$ cat config.mk
export PLATFORM = sky130hd
export DESIGN_NAME = cis_cmd_state
export DESIGN_NICKNAME = d
export VERILOG_FILES = /design/src/rtl/cis_pkg.sv /design/src/rtl/cis_cmd_state.sv
export SDC_FILE = /design/constraint.sdc
export NUM_CORES = 1
export LEC_CHECK = 0
export ABC_AREA = 1
export BUFFER_PORTS_ARGS = -buffer_cell sky130_fd_sc_hd__buf_2
export CORE_UTILIZATION = 48
export DETAILED_ROUTE_END_ITERATION = 8
export GPL_ROUTABILITY_DRIVEN = 0
export GPL_TIMING_DRIVEN = 0
export PLACE_DENSITY = 0.9
export SLEW_MARGIN = 15
export SYNTH_ARGS = -nofsm -noshare
export SYNTH_HDL_FRONTEND = slang
export SYNTH_SLANG_ARGS = --single-unit
export TNS_END_PERCENT = 30
$ cat constraint.sdc
create_clock -name core_clk -period 1.8 [get_ports core_clk]
set_input_delay 0.45 -clock core_clk [delete_from_list [all_inputs] [get_ports core_clk]]
set_output_delay 0.45 -clock core_clk [all_outputs]
set_load 0.02 [all_outputs]
$ cat src/rtl/cis_pkg.sv
// Package for the idle/ready command state handler: offsets, fields, states, timing
`default_nettype none
package cis_pkg;
  // Register word offsets (byte addresses)
  localparam logic [7:0] STS_OFFSET  = 8'h00;
  localparam logic [7:0] FIFO_OFFSET = 8'h04;
  localparam logic [7:0] CTRL_OFFSET = 8'h08;
  // Status field positions
  localparam int STS_EXPECT_BIT   = 3;
  localparam int STS_AVAIL_BIT    = 4;
  localparam int STS_RETRY_BIT    = 1;
  localparam int STS_GO_BIT       = 5;
  localparam int STS_CMDRDY_BIT   = 6;
  // Control register field positions
  localparam int CTRL_AUTO_EN_BIT = 0;
  localparam int CTRL_SET_IDLE_BIT = 1;
  // Reset value and fixed read values
  localparam logic [31:0] CTRL_RESET = 32'h0000_0001;
  localparam logic [7:0]  FIFO_EMPTY_BYTE = 8'hff;
  localparam logic [31:0] UNMAPPED_READ = 32'h0000_0000;
  // Idle timeout, in microseconds, and the clock rate it counts at
  localparam int IDLE_TIMEOUT_US = 750;
  localparam int CLK_MHZ         = 100;
  localparam int IDLE_TIMEOUT_CYCLES = IDLE_TIMEOUT_US * CLK_MHZ;
  // Device command states, one-hot
  typedef enum logic [4:0] {
    ST_IDLE  = 5'b00001,
    ST_READY = 5'b00010,
    ST_RECV  = 5'b00100,
    ST_EXEC  = 5'b01000,
    ST_DONE  = 5'b10000
  } cis_state_t;
  // Register bus request carried as one bundle
  typedef struct packed {
    logic [7:0]  addr;
    logic [31:0] wdata;
    logic        wr;
    logic        rd;
  } cis_req_t;
  // Decoded status-write control bits
  typedef struct packed {
    logic cmd_ready;
    logic go;
    logic retry;
  } cis_ctl_t;
endpackage
`default_nettype wire

$ cat src/rtl/cis_cmd_state.sv
// Idle and Ready handling of the status-driven command state machine
`default_nettype none
module cis_cmd_state
#(
  parameter int IDLE_TIMEOUT = cis_pkg::IDLE_TIMEOUT_CYCLES,
  parameter int CNT_W        = 24
)
(
  input  wire logic              core_clk,
  input  wire logic              rst,
  input  wire cis_pkg::cis_req_t req,
  output var  logic [31:0]       rdata,
  output var  logic [4:0]        state_out,
  output var  logic              fifo_wr_drop,
  output var  logic              idle_expired
);

  // Host request classes seen by the Idle/Ready decode, one-hot
  // Only one class holds in a cycle, so the state decode needs no priority
  typedef enum logic [6:0] {
    WK_NONE   = 7'b0000001,
    WK_RETRY  = 7'b0000010,
    WK_GO     = 7'b0000100,
    WK_CMDRDY = 7'b0001000,
    WK_NOOP   = 7'b0010000,
    WK_FIFO   = 7'b0100000,
    WK_CTRL   = 7'b1000000
  } cis_wkind_t;

  // State, idle timer and decode signals
  cis_pkg::cis_state_t state_r;
  cis_pkg::cis_state_t state_nxt;
  cis_wkind_t          wkind;
  logic [CNT_W-1:0]    idle_cnt_r;
  logic [CNT_W-1:0]    idle_limit;
  logic                auto_en_r;
  logic                expect_r;
  logic                sts_wr;
  logic                sts_rd;
  logic                fifo_wr;
  logic                fifo_rd;
  logic                ctrl_wr;
  logic                ctrl_rd;
  logic                force_idle;
  logic                timed_out;
  logic                auto_ok;
  logic                in_idle;
  logic                in_ready;
  logic [31:0]         sts_word;
  logic [31:0]         rd_mux;
  cis_pkg::cis_ctl_t   ctl;

  // Number of control bits set in a status write
  function automatic logic [1:0] ctl_count(input cis_pkg::cis_ctl_t c);
    ctl_count = {1'b0, c.cmd_ready} + {1'b0, c.go} + {1'b0, c.retry};
  endfunction

  // Offset match, shared by every register decode
  function automatic logic addr_hit(input logic [7:0] a, input logic [7:0] offs);
    addr_hit = (a == offs);
  endfunction

  // Status word from the reported bits; every other position reads 0
  function automatic logic [31:0] sts_pack
  (
    input logic rdy,
    input logic avail,
    input logic expct
  );
    sts_pack = '0;
    sts_pack[cis_pkg::STS_CMDRDY_BIT] = rdy;
    sts_pack[cis_pkg::STS_AVAIL_BIT]  = avail;
    sts_pack[cis_pkg::STS_EXPECT_BIT] = expct;
  endfunction

  // Address decode; a strobe at an unmapped offset changes nothing
  assign sts_wr     = req.wr && addr_hit(req.addr, cis_pkg::STS_OFFSET);
  assign sts_rd     = req.rd && addr_hit(req.addr, cis_pkg::STS_OFFSET);
  assign fifo_wr    = req.wr && addr_hit(req.addr, cis_pkg::FIFO_OFFSET);
  assign fifo_rd    = req.rd && addr_hit(req.addr, cis_pkg::FIFO_OFFSET);
  assign ctrl_wr    = req.wr && addr_hit(req.addr, cis_pkg::CTRL_OFFSET);
  assign ctrl_rd    = req.rd && addr_hit(req.addr, cis_pkg::CTRL_OFFSET);
  assign force_idle = ctrl_wr && req.wdata[cis_pkg::CTRL_SET_IDLE_BIT];

  // Control bits of a status write, gathered in one assignment
  assign ctl = '{
    cmd_ready: req.wdata[cis_pkg::STS_CMDRDY_BIT],
    go:        req.wdata[cis_pkg::STS_GO_BIT],
    retry:     req.wdata[cis_pkg::STS_RETRY_BIT]
  };

  // State flags used by the read path and the outputs
  assign in_idle  = (state_r == cis_pkg::ST_IDLE);
  assign in_ready = (state_r == cis_pkg::ST_READY);

  // Timeout compare; the limit is cut to the counter width on purpose
  // The counter saturates at the limit, so the compare never wraps
  assign idle_limit = CNT_W'(IDLE_TIMEOUT);
  assign timed_out  = (idle_cnt_r >= idle_limit);
  // Autonomous Ready entry is allowed only while under the limit
  assign auto_ok    = auto_en_r && !timed_out;

  // Classify the request; status writes other than a single bit are no-ops
  always_comb
  begin
    wkind = WK_NONE;
    if (sts_wr)
    begin
      case (ctl_count(ctl))
        2'd1:
        begin
          if (ctl.cmd_ready)
            wkind = WK_CMDRDY;
          else if (ctl.go)
            wkind = WK_GO;
          else
            wkind = WK_RETRY;
        end
        2'd0:
        begin
          // A status write with no control bit set is taken and ignored
          wkind = WK_NOOP;
        end
        default:
        begin
          wkind = WK_NOOP;
        end
      endcase
    end
    else if (fifo_wr)
      wkind = WK_FIFO;
    else if (ctrl_wr)
      wkind = WK_CTRL;
  end

  // Next state: only Idle and Ready are handled here; others fall back to Idle
  always_comb
  begin
    state_nxt = state_r;
    case (state_r)
      cis_pkg::ST_IDLE:
      begin
        case (wkind)
          WK_CMDRDY:
          begin
            state_nxt = cis_pkg::ST_READY;
          end
          WK_RETRY:
          begin
            state_nxt = cis_pkg::ST_IDLE;
          end
          WK_GO:
          begin
            state_nxt = cis_pkg::ST_IDLE;
          end
          WK_NOOP:
          begin
            state_nxt = cis_pkg::ST_IDLE;
          end
          WK_FIFO:
          begin
            // Data is dropped, so a command in flight must be sent again
            state_nxt = cis_pkg::ST_IDLE;
          end
          default:
          begin
            // Quiet cycle or control write: autonomous exit while allowed
            if (auto_ok)
              state_nxt = cis_pkg::ST_READY;
            else
              state_nxt = cis_pkg::ST_IDLE;
          end
        endcase
      end
      cis_pkg::ST_READY:
      begin
        case (wkind)
          WK_RETRY:
          begin
            state_nxt = cis_pkg::ST_READY;
          end
          WK_GO:
          begin
            state_nxt = cis_pkg::ST_READY;
          end
          WK_CMDRDY:
          begin
            state_nxt = cis_pkg::ST_READY;
          end
          WK_NOOP:
          begin
            state_nxt = cis_pkg::ST_READY;
          end
          WK_CTRL:
          begin
            // Test hook: a forced idle also restarts the idle timer
            if (force_idle)
              state_nxt = cis_pkg::ST_IDLE;
            else
              state_nxt = cis_pkg::ST_READY;
          end
          default:
          begin
            state_nxt = cis_pkg::ST_READY;
          end
        endcase
      end
      default:
      begin
        state_nxt = cis_pkg::ST_IDLE;
      end
    endcase
  end

  // State register
  always_ff @(posedge core_clk)
  begin
    if (rst)
      state_r <= cis_pkg::ST_IDLE;
    else
      state_r <= state_nxt;
  end

  // Idle counter restarts whenever Idle is (re)entered, saturates at the timeout
  always_ff @(posedge core_clk)
  begin
    if (rst || state_r != cis_pkg::ST_IDLE)
      idle_cnt_r <= '0;
    else if (!timed_out)
      idle_cnt_r <= idle_cnt_r + CNT_W'(1);
  end

  // Control register: autonomous Ready enable
  always_ff @(posedge core_clk)
  begin
    if (rst)
      auto_en_r <= cis_pkg::CTRL_RESET[cis_pkg::CTRL_AUTO_EN_BIT];
    else if (ctrl_wr)
      auto_en_r <= req.wdata[cis_pkg::CTRL_AUTO_EN_BIT];
  end

  // Expect is free in Ready; held at 0 since host must cope either way
  always_ff @(posedge core_clk)
  begin
    if (rst)
      expect_r <= 1'b0;
    else
      expect_r <= 1'b0;
  end

  // Status word as the host sees it; no response ever exists here
  assign sts_word = sts_pack(in_ready, 1'b0, expect_r);

  // Read multiplexer; unmapped offsets read the fixed unmapped word
  always_comb
  begin
    rd_mux = cis_pkg::UNMAPPED_READ;
    if (sts_rd)
      rd_mux = sts_word;
    else if (fifo_rd)
      rd_mux[7:0] = cis_pkg::FIFO_EMPTY_BYTE;
    else if (ctrl_rd)
      rd_mux[cis_pkg::CTRL_AUTO_EN_BIT] = auto_en_r;
  end

  // Read data register: the word stands only for the cycle after the strobe
  always_ff @(posedge core_clk)
  begin
    if (rst)
      rdata <= '0;
    else if (req.rd)
      rdata <= rd_mux;
    else
      rdata <= '0;
  end

  // State mirror for the host side; it tracks the state register exactly
  always_ff @(posedge core_clk)
  begin
    if (rst)
      state_out <= cis_pkg::ST_IDLE;
    else
      state_out <= state_nxt;
  end

  // One pulse for every FIFO write thrown away in Idle
  always_ff @(posedge core_clk)
  begin
    if (rst)
      fifo_wr_drop <= 1'b0;
    else
      fifo_wr_drop <= (wkind == WK_FIFO) && in_idle;
  end

  // Level: Idle has outlasted the timeout, so only a host command leaves it
  always_ff @(posedge core_clk)
  begin
    if (rst)
      idle_expired <= 1'b0;
    else
      idle_expired <= in_idle && timed_out;
  end

endmodule
`default_nettype wire

==> results of run 1 <==
-- placed cells by master (no fill, tap or decap), types with 3 or more instances in the layout --
cell type,netlist,layout
a21oi_1,13,13
and3_1,4,4
buf_2,0,27
buf_4,33,33
clkbuf_8,0,5
conb_1,1,27
dfxtp_1,32,32
ha_1,4,4
inv_1,41,41
inv_2,5,5
nand2_1,52,52
nand2_2,3,3
nand3_1,17,16
nand4_1,4,4
nor2_1,28,28
nor2_2,4,4
nor3_1,7,7
o21ai_0,9,9
xnor2_1,4,4
xor2_1,3,3
-- per-stage QoR --
stage	util (%)	worst slack, ns	cell area, sq um
finish	62.25	0.1205	2365
global route	62.25	0.02328	2365
floorplan	-	0.2126	2081
global placement	59.91	0.04654	2276
detailed placement	59.91	0.002218	2276
CTS	61.96	0.08930	2354
-- metal layers --
metal / wire length (um) / up-vias / global-route usage (%)
li1: - / 939 / -
met1: 1614 / 793 / 20.23
met2: 1985 / 68 / 33.16
met3: 253 / 10 / 4.655
met4: 87 / 0 / 8.245
met5: 0 / - / 0
-- flip-flops by register name (all words and copies together) (netlist names) --
signal        flops
state_out         2
idle_cnt_r       24
idle_expired      1
rdata             3
fifo_wr_drop      1
auto_en_r         1
-- cells by family (layout without fill, tap and decap cells) --
kind of cell    after synthesis  in the layout  share of synthesized area [%]
buf+inv                      84            118                          23.60
simple gates                127            127                          29.84
xor+xnor                      7              7                          3.092
other cells                   1             27                         0.1891
flops                        32             32                          32.30
compound gates               27             27                          7.445
fa+ha+maj                     5              5                          3.533
-- area by class of cell --
type	instances	area [sq um]
fill	329	1434
multi-input combinational	193	983.4
sequential	32	640.6
buffer	37	289.0
inverter	47	178.9
timing repair buffer	27	135.1
clock buffer	6	72.57
tap	48	60.06
clock inverter	1	5.005
-- power by group --
group	switching (W)	total, W	internal, W
Sequential	0.0000331	0.000778	0.000745
Combinational	0.000247	0.000375	0.000128
Clock	0.000254	0.000517	0.000262
Total	0.000535	0.00167	0.00113
-- worst max-delay path by stage --
stage | endpoint | slack, ns
6_report | idle_cnt_r[14] | 0.12
4_1_cts | idle_cnt_r[16] | 0.09
3_5_place_dp | state_out[0] | 0.002
2_1_floorplan | state_out[0] | 0.21
5_1_grt | idle_cnt_r[14] | 0.02
3_3_place_gp | state_out[0] | 0.05
-- critical path, delay by kind of cell (launching register included) --
kind                       cells  cell delay, ns
adders and majority gates      1            0.23
DFF                            1            0.39
and+or+nand+nor                7            0.94
==> results_dict.tcl, run 1 <==
set metrics [dict create \
    num_vias 1810 \
    finalHoldViolCount 0 \
    synth_top_area_share_pct 32.30 \
    rr_endpoint "idle_cnt_r[14]" \
    max-clock-path-buffers 2 \
    power_density_nw_per_um2 705.9 \
    avgSynthCellArea_sq_um 7.008 \
    synth_top_cell_by_area "dfxtp_1" \
    core_area_sq_um 3799 \
    hold_depth 3 \
    synth_common_cells "nand2_1, inv_1, buf_4" \
    port-buffer-count 27 \
    grt_pass1_wl_mm 6.230 \
    status "finished, final reports clean" \
    hold_class "primary input to register" \
    setup_tns_ns 0 \
    drtPass1Iterations 4 \
    required_ns 1.98 \
    grt_max_degree 11 \
    hold_ws_ns 0.3799 \
    row_count 22 \
    drc_errors 0 \
    rrSetupSlack_ns 0.12 \
    synth_area_sq_um 1983 \
    yosys_register_bits 32 \
    arrival_ns 1.86 \
    fmax_ghz 0.5954 \
    yosys-top-cells-area "dfxtp_1, buf_4, nand2_1, inv_1, nor2_1" \
    maxCapViolCount 0 \
    drt_iter0_drc 77 \
    htree_levels 2 \
    area_growth_pct 19.24 \
    max-vdd-ir-drop_v 0.0007170 \
    cpPeakStageDelay_ns 0.39 \
    timing_worst_setup_path_type "register to register" \
    synth_cell_types 34 \
    wirelength_mm 3.941 \
    p_leak_nw 1.192 \
    grt.overflow.total 0 \
    diodes 0 \
    io_pins 83 \
    numCtsBuffers 5 \
    route.detailed.wl_per_inst_um 10.08 \
    cts_tree "yes" \
    maxSlewViolCount 0 \
    cts.repair.resized 0 \
    ant_nets 0 \
    cts_setup_buffers 0 \
    crit_chain "ha_1 -> nand3_2 -> nor2_2 -> nand3_1 -> nor3_4 -> nand3_1 -> nand2_1 -> nor2_1" \
    ctsHoldBuffers 0 \
    cts_root_buffer "clkbuf_8" \
    grt_pass1_vias 1580 \
    yosys_warnings 0 \
    async_flop_share_pct 0 \
    antenna_found_initial 0 \
    clock-sinks 32 \
    hpwl_mm 3.003 \
    cpMaxStageDelayCell "dfxtp_1" \
    path_common_cell "nand3_1" \
    drive_gt1_share_pct 26.24 \
    die_w_um 66.28 \
    finalCritPeriodShare_pct 93.30 \
    syn_inst 283 \
    die-area_sq_um 4392 \
    skew_ns 0.005839 \
    dp.cells 384 \
    crit_fanout 4 \
    synth_most_common_cell "nand2_1" \
    start_util_pct 52.21 \
    clock_latency_ns 0.29 \
    end_kind "register" \
    synth_ff_type "dfxtp_1" \
    dieHeight_um 66.28 \
    cp-start-kind "register" \
    final.min_clock_period_ns 1.679 \
    track_usage_pct 18.47 \
    startpoint "idle_cnt_r[0]" \
    clk_pin_slew_ns 0.07 \
    vias_per_cell 4.629 \
    rr_worst_depth 8 \
    setup-violations-final 0 \
    synth_sequential_area_ratio_pct 32.30 \
    hold_start "req[2]" \
    fin_cells 391 \
    layout.nets 392 \
    r2r-start "idle_cnt_r[0]" \
    p_total_w 0.001669 \
    holdPathEnd "auto_en_r" \
    synth_edf_count 0 \
    rsz0062_at_grt "no" \
]
Note: power is estimated with default switching activity, not from simulation.
==> run 2, diff against run 1 <==
--- a/config.mk
+++ b/config.mk
@@ -12,6 +12,7 @@
 export GPL_ROUTABILITY_DRIVEN = 0
 export GPL_TIMING_DRIVEN = 0
 export PLACE_DENSITY = 0.9
+export RECOVER_POWER = 50
 export SLEW_MARGIN = 15
 export SYNTH_ARGS = -nofsm -noshare
 export SYNTH_HDL_FRONTEND = slang
==> run 2 against run 1 <==
Net effect: highest routed layer unchanged; critical path type unchanged; register-to-register slack is essentially flat; first-iteration DRC count shrank 13%; non-clock buffer count is the same; sequential share of layout area grew 0.17 points; final cell count is the same.
==> results_dict.tcl, run 2 (synthesis gave the netlist of run 1 again) <==
set metrics [dict create \
    layout.nets 392 \
    die-area_sq_um 4392 \
    max-vdd-ir-drop_v 0.0007177 \
    multi_input_area_sq_um 983.4 \
    cpMaxStageDelayCell "dfxtp_1" \
    final.min_clock_period_ns 1.681 \
    end_kind "register" \
    rsz0062_at_grt "no" \
    seqCellArea_sq_um 640.6 \
    vias_per_cell 4.639 \
    required_ns 1.98 \
    port-buffer-count 27 \
    setup-violations-final 0 \
    dp_slack_ns 0.002218 \
    startpoint "idle_cnt_r[0]" \
    max-clock-path-buffers 2 \
    maxSlewViolCount 0 \
    drtPass1Iterations 4 \
    largest_reg_flops 24 \
    cts_root_buffer "clkbuf_8" \
    diodes 0 \
    rr_worst_depth 8 \
    numCtsBuffers 5 \
    cp-start-kind "register" \
    cpPeakStageDelay_ns 0.39 \
    grt_pass1_wl_mm 6.230 \
    arrival_ns 1.86 \
    start_util_pct 52.21 \
    fin_cells 391 \
    io_pins 83 \
    drt_iter0_drc 67 \
    crit_chain "ha_1 -> nand3_2 -> nor2_2 -> nand3_1 -> nor3_4 -> nand3_1 -> nand2_1 -> nor2_1" \
    track_usage_pct 18.47 \
    row_count 22 \
    core_area_sq_um 3799 \
    finalHoldViolCount 0 \
    rrSetupSlack_ns 0.12 \
    regMostFlops "idle_cnt_r" \
    final_core_util_pct 61.86 \
    maxCapViolCount 0 \
    fmax_ghz 0.5947 \
    status "finished, final reports clean" \
    hold_class "primary input to register" \
    clk_pin_slew_ns 0.07 \
    fin_ws_ns 0.1186 \
    route.detailed.wl_per_inst_um 10.05 \
    drive_gt1_share_pct 22.74 \
    n_fill_cell 339 \
    stdcell_area_sq_um 2350 \
    final_common_cell "nand2_1" \
    die_w_um 66.28 \
    cts_tree "yes" \
    crit_fanout 4 \
    hpwl_mm 3.003 \
    r2r-start "idle_cnt_r[0]" \
    final_cell_mix "nand2_1, inv_1, buf_4" \
    grt_pass1_vias 1580 \
    timing_worst_setup_path_type "register to register" \
    skew_ns 0.006733 \
    clock_latency_ns 0.29 \
    endpoint "idle_cnt_r[14]" \
    dieHeight_um 66.28 \
    place_area_sq_um 2276 \
    dp.cells 384 \
    num_vias 1814 \
    p_leak_nw 1.142 \
    area_growth_pct 18.49 \
    antenna_found_initial 0 \
    power_density_nw_per_um2 708.7 \
    drc_errors 0 \
    path_common_cell "nand3_1" \
    cts_setup_buffers 0 \
    ant_nets 0 \
    wirelength_mm 3.930 \
    clock-sinks 32 \
    finalCritPeriodShare_pct 93.41 \
    grt.overflow.total 0 \
    htree_levels 2 \
    grt_max_degree 11 \
    top_regs "idle_cnt_r: 24 flops, rdata: 3 flops, state_out: 2 flops" \
    setup_tns_ns 0 \
    rr_endpoint "idle_cnt_r[14]" \
]
==> run 2: layout make-up <==
type                    count  share of cell area [%]
multi-input cells         193                   41.85
repair buffers             27                   5.112
clock inverters             1                  0.2130
well taps                  48                   2.556
inverters                  47                   7.615
clock buffers               6                   3.088
flip-flops and latches     32                   27.26
plain buffers              37                   12.30
==> run 2: per-stage QoR <==
stage / hold slack [ns] / power, W
5_1_grt: 0.3890 / 0.001746
3_3_place_gp: 0.4143 / 0.001141
2_1_floorplan: 0.4083 / 0.001064
6_report: 0.3751 / 0.001665
4_1_cts: 0.3745 / 0.001666
3_5_place_dp: 0.4194 / 0.001163
==> run 2: timing repair <==
item	in CTS	in global routing
resized for setup	0	2
endpoints found under the setup margin	0	2
hold buffers	0	0
==> run 2: layer usage <==
| layer | vias up | wire, um | global-route usage [%] |
|---|---|---|---|
| li1 | 939 | - | - |
| met1 | 801 | 1613 | 20.23 |
| met2 | 66 | 2008 | 33.16 |
| met3 | 8 | 242 | 4.655 |
| met4 | 0 | 66 | 8.245 |
| met5 | - | 0 | 0 |
==> run 2: power by group <==
group / internal [W] / total [W] / leakage, nW / switching, W
logic: 0.000122 / 0.000368 / 0.843 / 0.000246
clock network: 0.000262 / 0.000519 / 0.0410 / 0.000256
registers: 0.000745 / 0.000778 / 0.259 / 0.0000334
==> run 2: worst min path at each step <==
stage | from | slack [ns] | to | cells past startpoint
finish | req[2] | 0.38 | auto_en_r | 3
global route | req[2] | 0.39 | auto_en_r | 3
CTS | req[2] | 0.37 | auto_en_r | 3
detailed placement | idle_cnt_r[22] | 0.42 | idle_cnt_r[22] | 2
global placement | idle_cnt_r[21] | 0.41 | idle_cnt_r[21] | 2
floorplan | idle_cnt_r[19] | 0.41 | idle_cnt_r[19] | 2
==> run 2: critical path: cells and delay by family (launching register included) <==
family        cells  cell delay (ns)
fa+ha+maj         1             0.23
flops             1             0.39
simple gates      7             0.94
